## src/logic/ufs_pkg.sv

```systemverilog
/*
 * Constants for the UART FIFO status and shadow register block: byte
 * addresses, field positions, reset values and timing counts.
 * Assumes a 32-bit byte address and a 32-bit data word on the register port.
 */
package ufs_pkg;

	// ****************************************************************
	// Register byte addresses
	// ****************************************************************
	localparam logic [31:0] IRQ_STS_OFS = 32'h5000_1060;
	localparam logic [31:0] IRQ_CLR_OFS = 32'h5000_1064;
	localparam logic [31:0] IRQ_EN_OFS = 32'h5000_1068;
	localparam logic [31:0] MODEM_CTRL_OFS = 32'h5000_1070;
	localparam logic [31:0] FIFO_CTRL_OFS = 32'h5000_1074;
	localparam logic [31:0] CTRL_STATUS_OFS = 32'h5000_107c;
	localparam logic [31:0] TX_LEVEL_OFS = 32'h5000_1080;
	localparam logic [31:0] RX_LEVEL_OFS = 32'h5000_1084;
	localparam logic [31:0] SOFT_RESET_OFS = 32'h5000_1088;
	localparam logic [31:0] RTS_SHADOW_OFS = 32'h5000_108c;

	// ****************************************************************
	// Field positions
	// ****************************************************************
	localparam int STS_BUSY = 0;
	localparam int STS_TX_ROOM = 1;
	localparam int STS_TX_EMPTY = 2;
	localparam int SRR_CTRL = 0;
	localparam int SRR_RX_FLUSH = 1;
	localparam int SRR_TX_FLUSH = 2;
	localparam int SRTS_RTS = 0;
	localparam int MCR_RTS = 1;
	localparam int MCR_LOOP = 4;
	localparam int MCR_AUTO = 5;
	localparam int FCR_ENABLE = 0;
	localparam int FCR_RX_FLUSH = 1;
	localparam int FCR_TX_FLUSH = 2;
	localparam int FCR_TRIG_LO = 6;
	localparam int EV_TX_EMPTY = 0;
	localparam int EV_TX_FULL = 1;
	localparam int EV_RX_TRIG = 2;
	localparam int NUM_EV = 3;
	localparam int LEVEL_W = 5;

	// ****************************************************************
	// Reset values and timing
	// ****************************************************************
	localparam logic [LEVEL_W-1:0] LEVEL_RST = 5'h00;
	localparam logic RTS_N_RST = 1'b1;
	localparam logic [1:0] TRIG_RST = 2'h0;
	localparam logic [1:0] SOFT_RST_HOLD = 2'h2;

endpackage : ufs_pkg

```

## src/logic/ufs_regs.sv

```systemverilog
/*
 * UART FIFO status and shadow registers: controller status, FIFO levels,
 * soft reset, request-to-send shadow with auto flow and loopback, and a
 * small interrupt group.
 * Assumes the FIFO push/pop strobes come from logic on CORE_CLK and the
 * serial activity levels may come from another clock.
 */
`timescale 1ns/1ps
`default_nettype none

module ufs_regs #(
	parameter int FIFO_DEPTH = 16,
	parameter bit AUTO_FLOW_OPTION = 1'b1
) (
	// Clock and reset
	input wire logic CORE_CLK,
	input wire logic RST_N,
	// Register port
	input wire logic [31:0] ADDR,
	input wire logic [31:0] WDATA,
	input wire logic WR_EN,
	input wire logic RD_EN,
	output logic [31:0] RDATA,
	// FIFO occupancy strobes, same clock
	input wire logic TX_PUSH,
	input wire logic TX_POP,
	input wire logic RX_PUSH,
	input wire logic RX_POP,
	// Serial activity levels, may be asynchronous
	input wire logic TX_ACTIVE,
	input wire logic RX_ACTIVE,
	// Controls to the FIFOs and the rest of the controller
	output logic TX_FIFO_FLUSH,
	output logic RX_FIFO_FLUSH,
	output logic CTRL_RST_N,
	// Modem lines
	output logic RTS_N,
	output logic LOOP_RTS,
	// Interrupt
	output logic IRQ
);

	localparam int LW = ufs_pkg::LEVEL_W;
	localparam int NEV = ufs_pkg::NUM_EV;
	localparam logic [LW-1:0] DEPTH = LW'(FIFO_DEPTH);
	localparam logic [LW-1:0] ONE = LW'(1);

	typedef struct packed {
		logic [LW-1:0] tx_lvl;
		logic [LW-1:0] rx_lvl;
		logic rts;
		logic loop;
		logic auto_fc;
		logic fifo_en;
		logic [1:0] trig;
		logic tx_fl;
		logic rx_fl;
		logic [1:0] ur_cnt;
		logic rst_o;
		logic [NEV-1:0] ists;
		logic [NEV-1:0] ien;
		logic [1:0] act_s1;
		logic [1:0] act_s2;
		logic rts_n;
		logic lb_rts;
		logic [31:0] rdata;
	} ufs_st_t;

	ufs_st_t st_r;
	ufs_st_t st_nxt;

	function automatic ufs_st_t rst_val();
		ufs_st_t v;
		v = '0;
		v.tx_lvl = ufs_pkg::LEVEL_RST;
		v.rx_lvl = ufs_pkg::LEVEL_RST;
		v.trig = ufs_pkg::TRIG_RST;
		v.rst_o = 1'b1;
		v.rts_n = ufs_pkg::RTS_N_RST;
		return v;
	endfunction

	// Receive trigger threshold chosen by the FIFO control trigger field
	function automatic logic [LW-1:0] thresh(input logic [1:0] t);
		logic [LW-1:0] v;
		v = ONE;
		unique case (t)
			2'h0: v = ONE;
			2'h1: v = LW'(FIFO_DEPTH / 4);
			2'h2: v = LW'(FIFO_DEPTH / 2);
			2'h3: v = LW'(FIFO_DEPTH - 2);
		endcase
		return v;
	endfunction

	logic wr_sts_clr;
	logic wr_ien;
	logic wr_mcr;
	logic wr_fcr;
	logic wr_srr;
	logic wr_srts;
	logic fl_tx;
	logic fl_rx;
	logic ur_req;
	logic busy;
	logic over_now;
	logic over_nxt;
	logic [NEV-1:0] ev;

	// ****************************************************************
	// Next state
	// ****************************************************************
	always_comb begin
		st_nxt = st_r;
		st_nxt.tx_fl = 1'b0;
		st_nxt.rx_fl = 1'b0;
		// First stage feeds only the second stage
		st_nxt.act_s1 = {TX_ACTIVE, RX_ACTIVE};
		st_nxt.act_s2 = st_r.act_s1;

		wr_sts_clr = WR_EN && (ADDR == ufs_pkg::IRQ_CLR_OFS);
		wr_ien = WR_EN && (ADDR == ufs_pkg::IRQ_EN_OFS);
		wr_mcr = WR_EN && (ADDR == ufs_pkg::MODEM_CTRL_OFS);
		wr_fcr = WR_EN && (ADDR == ufs_pkg::FIFO_CTRL_OFS);
		wr_srr = WR_EN && (ADDR == ufs_pkg::SOFT_RESET_OFS);
		wr_srts = WR_EN && (ADDR == ufs_pkg::RTS_SHADOW_OFS);

		// Disabling the FIFOs also empties both of them
		fl_tx = (wr_srr && WDATA[ufs_pkg::SRR_TX_FLUSH])
			|| (wr_fcr && WDATA[ufs_pkg::FCR_TX_FLUSH])
			|| (wr_fcr && st_r.fifo_en && !WDATA[ufs_pkg::FCR_ENABLE]);
		fl_rx = (wr_srr && WDATA[ufs_pkg::SRR_RX_FLUSH])
			|| (wr_fcr && WDATA[ufs_pkg::FCR_RX_FLUSH])
			|| (wr_fcr && st_r.fifo_en && !WDATA[ufs_pkg::FCR_ENABLE]);
		ur_req = wr_srr && WDATA[ufs_pkg::SRR_CTRL];

		// Occupancy: a push into a full FIFO or a pop from an empty one is lost
		if (TX_PUSH && (st_r.tx_lvl != DEPTH) && !(TX_POP && st_r.tx_lvl != '0))
			st_nxt.tx_lvl = st_r.tx_lvl + ONE;
		else if (TX_POP && (st_r.tx_lvl != '0) && !TX_PUSH)
			st_nxt.tx_lvl = st_r.tx_lvl - ONE;
		if (RX_PUSH && (st_r.rx_lvl != DEPTH) && !(RX_POP && st_r.rx_lvl != '0))
			st_nxt.rx_lvl = st_r.rx_lvl + ONE;
		else if (RX_POP && (st_r.rx_lvl != '0) && !RX_PUSH)
			st_nxt.rx_lvl = st_r.rx_lvl - ONE;
		// A flush wins over a push in the same cycle
		if (fl_tx) begin
			st_nxt.tx_lvl = '0;
			st_nxt.tx_fl = 1'b1;
		end
		if (fl_rx) begin
			st_nxt.rx_lvl = '0;
			st_nxt.rx_fl = 1'b1;
		end

		if (wr_mcr) begin
			st_nxt.rts = WDATA[ufs_pkg::MCR_RTS];
			st_nxt.loop = WDATA[ufs_pkg::MCR_LOOP];
			st_nxt.auto_fc = WDATA[ufs_pkg::MCR_AUTO] && AUTO_FLOW_OPTION;
		end
		if (wr_srts)
			st_nxt.rts = WDATA[ufs_pkg::SRTS_RTS];
		if (wr_fcr) begin
			st_nxt.fifo_en = WDATA[ufs_pkg::FCR_ENABLE];
			st_nxt.trig = WDATA[ufs_pkg::FCR_TRIG_LO +: 2];
		end

		over_now = st_r.rx_lvl > thresh(st_r.trig);
		over_nxt = st_nxt.rx_lvl > thresh(st_nxt.trig);
		ev = '0;
		ev[ufs_pkg::EV_TX_EMPTY] = (st_nxt.tx_lvl == '0) && (st_r.tx_lvl != '0);
		ev[ufs_pkg::EV_TX_FULL] = (st_nxt.tx_lvl == DEPTH)
			&& (st_r.tx_lvl != DEPTH);
		ev[ufs_pkg::EV_RX_TRIG] = over_nxt && !over_now;
		// Set beats clear so an event in the clearing cycle is kept
		if (wr_sts_clr)
			st_nxt.ists = st_r.ists & ~WDATA[NEV-1:0];
		st_nxt.ists = st_nxt.ists | ev;
		if (wr_ien)
			st_nxt.ien = WDATA[NEV-1:0];

		// Pin is inactive high in loopback; the bit goes inward instead
		if (st_nxt.loop)
			st_nxt.rts_n = 1'b1;
		else if (st_nxt.auto_fc && st_nxt.fifo_en && over_nxt)
			st_nxt.rts_n = 1'b1;
		else
			st_nxt.rts_n = !st_nxt.rts;
		st_nxt.lb_rts = st_nxt.loop && st_nxt.rts;

		// Busy counts buffered data or a serial activity level once it has
		// passed both sync stages, so activity alone sets it two cycles later
		busy = (|st_r.act_s2) || (st_r.tx_lvl != '0)
			|| (st_r.rx_lvl != '0);

		// Reads only sample state; unmapped and write-only addresses give 0
		st_nxt.rdata = '0;
		if (RD_EN) begin
			unique case (ADDR)
				ufs_pkg::CTRL_STATUS_OFS: begin
					st_nxt.rdata[ufs_pkg::STS_BUSY] = busy;
					st_nxt.rdata[ufs_pkg::STS_TX_ROOM] =
						st_r.tx_lvl != DEPTH;
					st_nxt.rdata[ufs_pkg::STS_TX_EMPTY] =
						st_r.tx_lvl == '0;
				end
				ufs_pkg::TX_LEVEL_OFS:
					st_nxt.rdata[LW-1:0] = st_r.tx_lvl;
				ufs_pkg::RX_LEVEL_OFS:
					st_nxt.rdata[LW-1:0] = st_r.rx_lvl;
				ufs_pkg::RTS_SHADOW_OFS:
					st_nxt.rdata[ufs_pkg::SRTS_RTS] = st_r.rts;
				ufs_pkg::MODEM_CTRL_OFS: begin
					st_nxt.rdata[ufs_pkg::MCR_RTS] = st_r.rts;
					st_nxt.rdata[ufs_pkg::MCR_LOOP] = st_r.loop;
					st_nxt.rdata[ufs_pkg::MCR_AUTO] = st_r.auto_fc;
				end
				ufs_pkg::FIFO_CTRL_OFS: begin
					st_nxt.rdata[ufs_pkg::FCR_ENABLE] = st_r.fifo_en;
					st_nxt.rdata[ufs_pkg::FCR_TRIG_LO +: 2] = st_r.trig;
				end
				ufs_pkg::IRQ_STS_OFS:
					st_nxt.rdata[NEV-1:0] = st_r.ists;
				ufs_pkg::IRQ_EN_OFS:
					st_nxt.rdata[NEV-1:0] = st_r.ien;
				default: st_nxt.rdata = '0;
			endcase
		end

		// Controller reset: all state but the first sync stage to defaults, held for a fixed count
		// and then released on a clock edge
		if (ur_req) begin
			st_nxt = rst_val();
			st_nxt.act_s1 = {TX_ACTIVE, RX_ACTIVE};
			st_nxt.ur_cnt = ufs_pkg::SOFT_RST_HOLD;
			st_nxt.rst_o = 1'b0;
		end else if (st_r.ur_cnt != 2'h0) begin
			st_nxt = rst_val();
			st_nxt.act_s1 = {TX_ACTIVE, RX_ACTIVE};
			st_nxt.ur_cnt = st_r.ur_cnt - 2'h1;
			st_nxt.rst_o = (st_r.ur_cnt == 2'h1);
		end
	end

	// ****************************************************************
	// State register
	// ****************************************************************
	always_ff @(posedge CORE_CLK or negedge RST_N) begin
		if (!RST_N)
			st_r <= rst_val();
		else
			st_r <= st_nxt;
	end

	assign RDATA = st_r.rdata;
	assign TX_FIFO_FLUSH = st_r.tx_fl;
	assign RX_FIFO_FLUSH = st_r.rx_fl;
	assign CTRL_RST_N = st_r.rst_o;
	assign RTS_N = st_r.rts_n;
	assign LOOP_RTS = st_r.lb_rts;
	assign IRQ = |(st_r.ists & st_r.ien);
endmodule // ufs_regs

`default_nettype wire

```

## config.mk

```make
export PLATFORM = sky130hd
export DESIGN_NAME = ufs_regs
export DESIGN_NICKNAME = d
export VERILOG_FILES = /design/src/logic/ufs_pkg.sv /design/src/logic/ufs_regs.sv
export SDC_FILE = /design/constraint.sdc
export NUM_CORES = 1
export LEC_CHECK = 0
export BUFFER_PORTS_ARGS = -buffer_cell sky130_fd_sc_hd__buf_2
export CORE_MARGIN = 2
export CORE_UTILIZATION = 51
export CTS_BUF_LIST = sky130_fd_sc_hd__clkbuf_4
export DETAILED_ROUTE_END_ITERATION = 10
export PLACE_DENSITY = 0.83
export SKIP_CTS_REPAIR_TIMING = 1
export SYNTH_ARGS = -nofsm -noshare
export SYNTH_HDL_FRONTEND = slang
export SYNTH_SLANG_ARGS = --single-unit
```

## constraint.sdc

```tcl
create_clock -name CORE_CLK -period 3.45 [get_ports CORE_CLK]
set_input_delay 0.1725 -clock CORE_CLK [delete_from_list [all_inputs] [get_ports CORE_CLK]]
set_output_delay 0.1725 -clock CORE_CLK [all_outputs]
set_load 0.02 [all_outputs]
```

==> impl_metrics.env <==
export IMPL_dr_pass1_iters=6
export IMPL_vias_per_cell=5.70
export IMPL_seqPwrFrac_pct=40.2
export IMPL_fin_crit_sh_pct=93.1
export IMPL_path_common_cell="ha_1"
export IMPL_path_max_fanout=5
export IMPL_drc=0
export IMPL_die_area_sq_mm=0.00631
export IMPL_required_ns=3.74
export IMPL_via_count=2627
export IMPL_clock_skew_ns=0.00698
export IMPL_clockBufferDepth=2
export IMPL_postRouteAntennaNets=0
export IMPL_cts_root_buf="clkbuf_4"
export IMPL_ys_seq_elements=41
export IMPL_synthArstFlopShare_pct=100
export IMPL_crit_family="compound AO/OA/AOI/OAI gates"
export IMPL_routed_wl_um=6900
export IMPL_row_count=27
export IMPL_core_area_sq_mm=0.00551
export IMPL_synth_area_sq_mm=0.00290
export IMPL_fin_tns_setup_ns=0
export IMPL_clock_fmax_ghz=0.311
export IMPL_synth_edff_count=0
export IMPL_critPathKind="flip-flop to flip-flop"
export IMPL_antenna_found_initial=0
export IMPL_grt_ovfl_total=0
export IMPL_synth_area_leaders="dfrtp_1, buf_4, ha_1"
export IMPL_clock_sinks=41
export IMPL_rsz0062_at_grt="false"
export IMPL_fill_cells=470
export IMPL_worstHoldPathType="input pin to flip-flop"
export IMPL_slew_viol_final=0
export IMPL_avgSynthCellArea_sq_um=9.02
export IMPL_synth_top_area_share_pct=33.6
export IMPL_htree_levels=2
export IMPL_ir_drop_v=0.000313
export IMPL_path_cells="inv_2 > ha_1 > or3b_2 > a211oi_2 > buf_4 > nor2_1 > o311a_1 > ha_1 > nor2b_1 > o21a_1 > o21ai_1 > nand2b_1 > a22o_1 > a211o_1"
export IMPL_initial_utilization_pct=52.7
export IMPL_power_leakage_nw=1.66
export IMPL_status="finished clean"
export IMPL_cp_end_kind="flip-flop"
export IMPL_period_needed_ns=3.21
export IMPL_layout_nets=475
export IMPL_initialDrtViolationCount=269
export IMPL_antenna_cells=0
export IMPL_sw_frac_of_total_pct=39.2
export IMPL_finalHoldViolations=0
export IMPL_worstSetupStartpointType="flip-flop"
export IMPL_postLayoutSetupSlackWorst_ns=0.238
export IMPL_netSwitchingPower_uw=631
export IMPL_worstPathArrival_ns=3.51
export IMPL_portBuffers=62
export IMPL_p_int_uw=981
export IMPL_yosys_area_top_type="dfrtp_1"
export IMPL_yosysWarnings=0
export IMPL_min_from="WDATA[5]"
export IMPL_cp_num_buf_inv=2
export IMPL_powerDensity_mw_per_mm2=490
export IMPL_finalSetupViolCount=0
export IMPL_clk_pin_slew_ns=0.12
export IMPL_cts_buffers=5
export IMPL_io_pins=112
export IMPL_dpl_hpwl_um=5220
export IMPL_grt_max_degree=42
export IMPL_grt_util_all_layers_pct=22.6
export IMPL_cpMaxStageDelayCell="or3b_2"
export IMPL_cts_tree="yes"
export IMPL_r2r_start="st_r[56]"
export IMPL_max_stage_delay_ns=0.46
export IMPL_drv_cap=0
export IMPL_synth_main_ff_cell="dfrtp_1"
export IMPL_synthDistinctLibCells=57
export IMPL_synth_cells=322
export IMPL_die_h_um=79.5
export IMPL_wire_per_inst_um=15.0
export IMPL_grt_pass1_vias=2419
export IMPL_area_growth_pct=13.4
export IMPL_tightest_slew_ns=0.883
export IMPL_ys_seq_area_share_pct=35.4
export IMPL_power_frac_clock_pct=15.4
export IMPL_die_w_um=79.5
export IMPL_clock_latency_ns=0.35
export IMPL_grt_pass1_wl_um=11100
export IMPL_relSlewSlack_pct=41.1
export IMPL_dp_slack_ns=0.163
export IMPL_gp_congestion=0.919
export IMPL_power_combinational_fraction_pct=44.5
export IMPL_drive_gt1_share_pct=25.2
export IMPL_crit_start="st_r[56]"
## synth_stat cells, types with 2 or more instances
| master | n |
|---|---|
| dfrtp_1 | 39 |
| buf_4 | 32 |
| nor2_1 | 29 |
| nand2_1 | 20 |
| inv_1 | 17 |
| ha_1 | 13 |
| and3_1 | 10 |
| mux2i_1 | 10 |
| nor3_1 | 10 |
| a21oi_1 | 9 |
| nand3_1 | 8 |
| nor4_1 | 8 |
| and2_1 | 7 |
| clkbuf_1 | 7 |
| nand4_1 | 7 |
| o21ai_0 | 7 |
| a211oi_1 | 6 |
| and4b_1 | 5 |
| nor3b_1 | 5 |
| xnor2_1 | 5 |
| a32oi_1 | 4 |
| and4_1 | 4 |
| nand2b_1 | 4 |
| nor2b_1 | 4 |
| or3_1 | 4 |
| a222oi_1 | 3 |
| a22oi_1 | 3 |
| a31oi_1 | 3 |
| nor4bb_1 | 3 |
| a211o_1 | 2 |
| a21o_1 | 2 |
| buf_2 | 2 |
| dfstp_2 | 2 |
| nor4b_1 | 2 |
| o21ba_2 | 2 |
| o21bai_1 | 2 |
| or4_1 | 2 |
## area by class of cell
type,count,area [sq um],area share (%)
Multi-Input combinational cell,245,1620,49.1
Sequential cell,41,1030,31.2
Timing Repair Buffer,78,438,13.3
Tap cell,72,90.1,2.74
Inverter,17,63.8,1.94
Clock buffer,7,52.6,1.60
Clock inverter,1,5.00,0.152
## cells by family (layout without fill, tap and decap cells)
group / after synthesis / count (layout) / synth area share (%)
other cells: 1 / 24 / 0.129
mux: 11 / 11 / 3.83
fa+ha+maj: 13 / 13 / 5.60
buf+inv: 59 / 103 / 12.1
simple gates: 141 / 141 / 28.5
flops: 41 / 41 / 35.4
compound gates: 51 / 51 / 12.9
xor+xnor: 5 / 5 / 1.51
## metrics by stage
| stage | instances | area [sq um] | hold slack (ns) | util [%] | power [mW] |
|---|---|---|---|---|---|
| 2_1_floorplan | 345 | 2990 | -0.123 | - | 1.15 |
| 3_3_place_gp | 449 | 3190 | 0.282 | 58.0 | 1.29 |
| 3_5_place_dp | 449 | 3190 | 0.282 | 58.0 | 1.34 |
| 4_1_cts | 457 | 3250 | -0.105 | 59.0 | 1.59 |
| 5_1_grt | 461 | 3290 | 0.124 | 59.8 | 1.73 |
| 6_report | 461 | 3290 | 0.0995 | 59.8 | 1.61 |
## per-layer routing
layer	vias up	track usage (%)	routed length (um)
met2	140	38.9	3350
met1	1223	28.4	2820
met3	14	3.73	583
met5	-	0	0
li1	1250	-	-
met4	0	8.62	147
## placed cells by master (no fill, tap or decap), types with 6 or more instances in the layout
cell,Yosys,layout
nand2_1,20,20
nand4_1,7,7
nor4_1,8,8
buf_4,32,13
nor3_1,10,10
inv_1,17,16
a21oi_1,9,9
and2_1,7,7
and3_1,10,10
o21ai_0,7,6
ha_1,13,13
mux2i_1,10,10
conb_1,1,24
dfrtp_1,39,39
nand3_1,8,8
buf_2,2,62
clkbuf_4,0,7
nor2_1,29,29
## worst register-to-register path, cell delays in order (launching register included)
cell and delay (ns):
dfrtp_1 0.41, inv_2 0.08, ha_1 0.17, or3b_2 0.46, a211oi_2 0.22, buf_4 0.16
nor2_1 0.04, o311a_1 0.31, ha_1 0.32, nor2b_1 0.14, o21a_1 0.16, o21ai_1 0.11
nand2b_1 0.10, a22o_1 0.22, a211o_1 0.25
## final timing paths
check | to | depth (start not counted) | slack (ns)
worst max-delay path | RTS_N | 14 | 0.24
max in group asynchronous | RDATA[6] | 2 | 2.43
worst min-delay path | st_r[52] | 3 | 0.1
worst max register to register | RTS_N | 14 | 0.24
worst min register to register | st_r[34] | 1 | 0.47
min in group asynchronous | RDATA[0] | 2 | 0.46
## power by group through the flow
stage          Clock (mW)  Combinational, mW  Sequential (mW)
2_1_floorplan           0              0.532            0.619
3_3_place_gp            0              0.646            0.649
3_5_place_dp            0              0.682            0.655
4_1_cts             0.252              0.692            0.645
5_1_grt             0.277              0.803            0.655
6_report            0.248              0.717            0.647
## flip-flops by register name (all words and copies together), names as in the netlist
name / cells
CTRL_RST_N: 1
RTS_N: 1
TX_FIFO_FLUSH: 1
RX_FIFO_FLUSH: 1
RDATA: 8
LOOP_RTS: 1
st_r: 28
No activity file was read; power rests on OpenSTA's default activity.
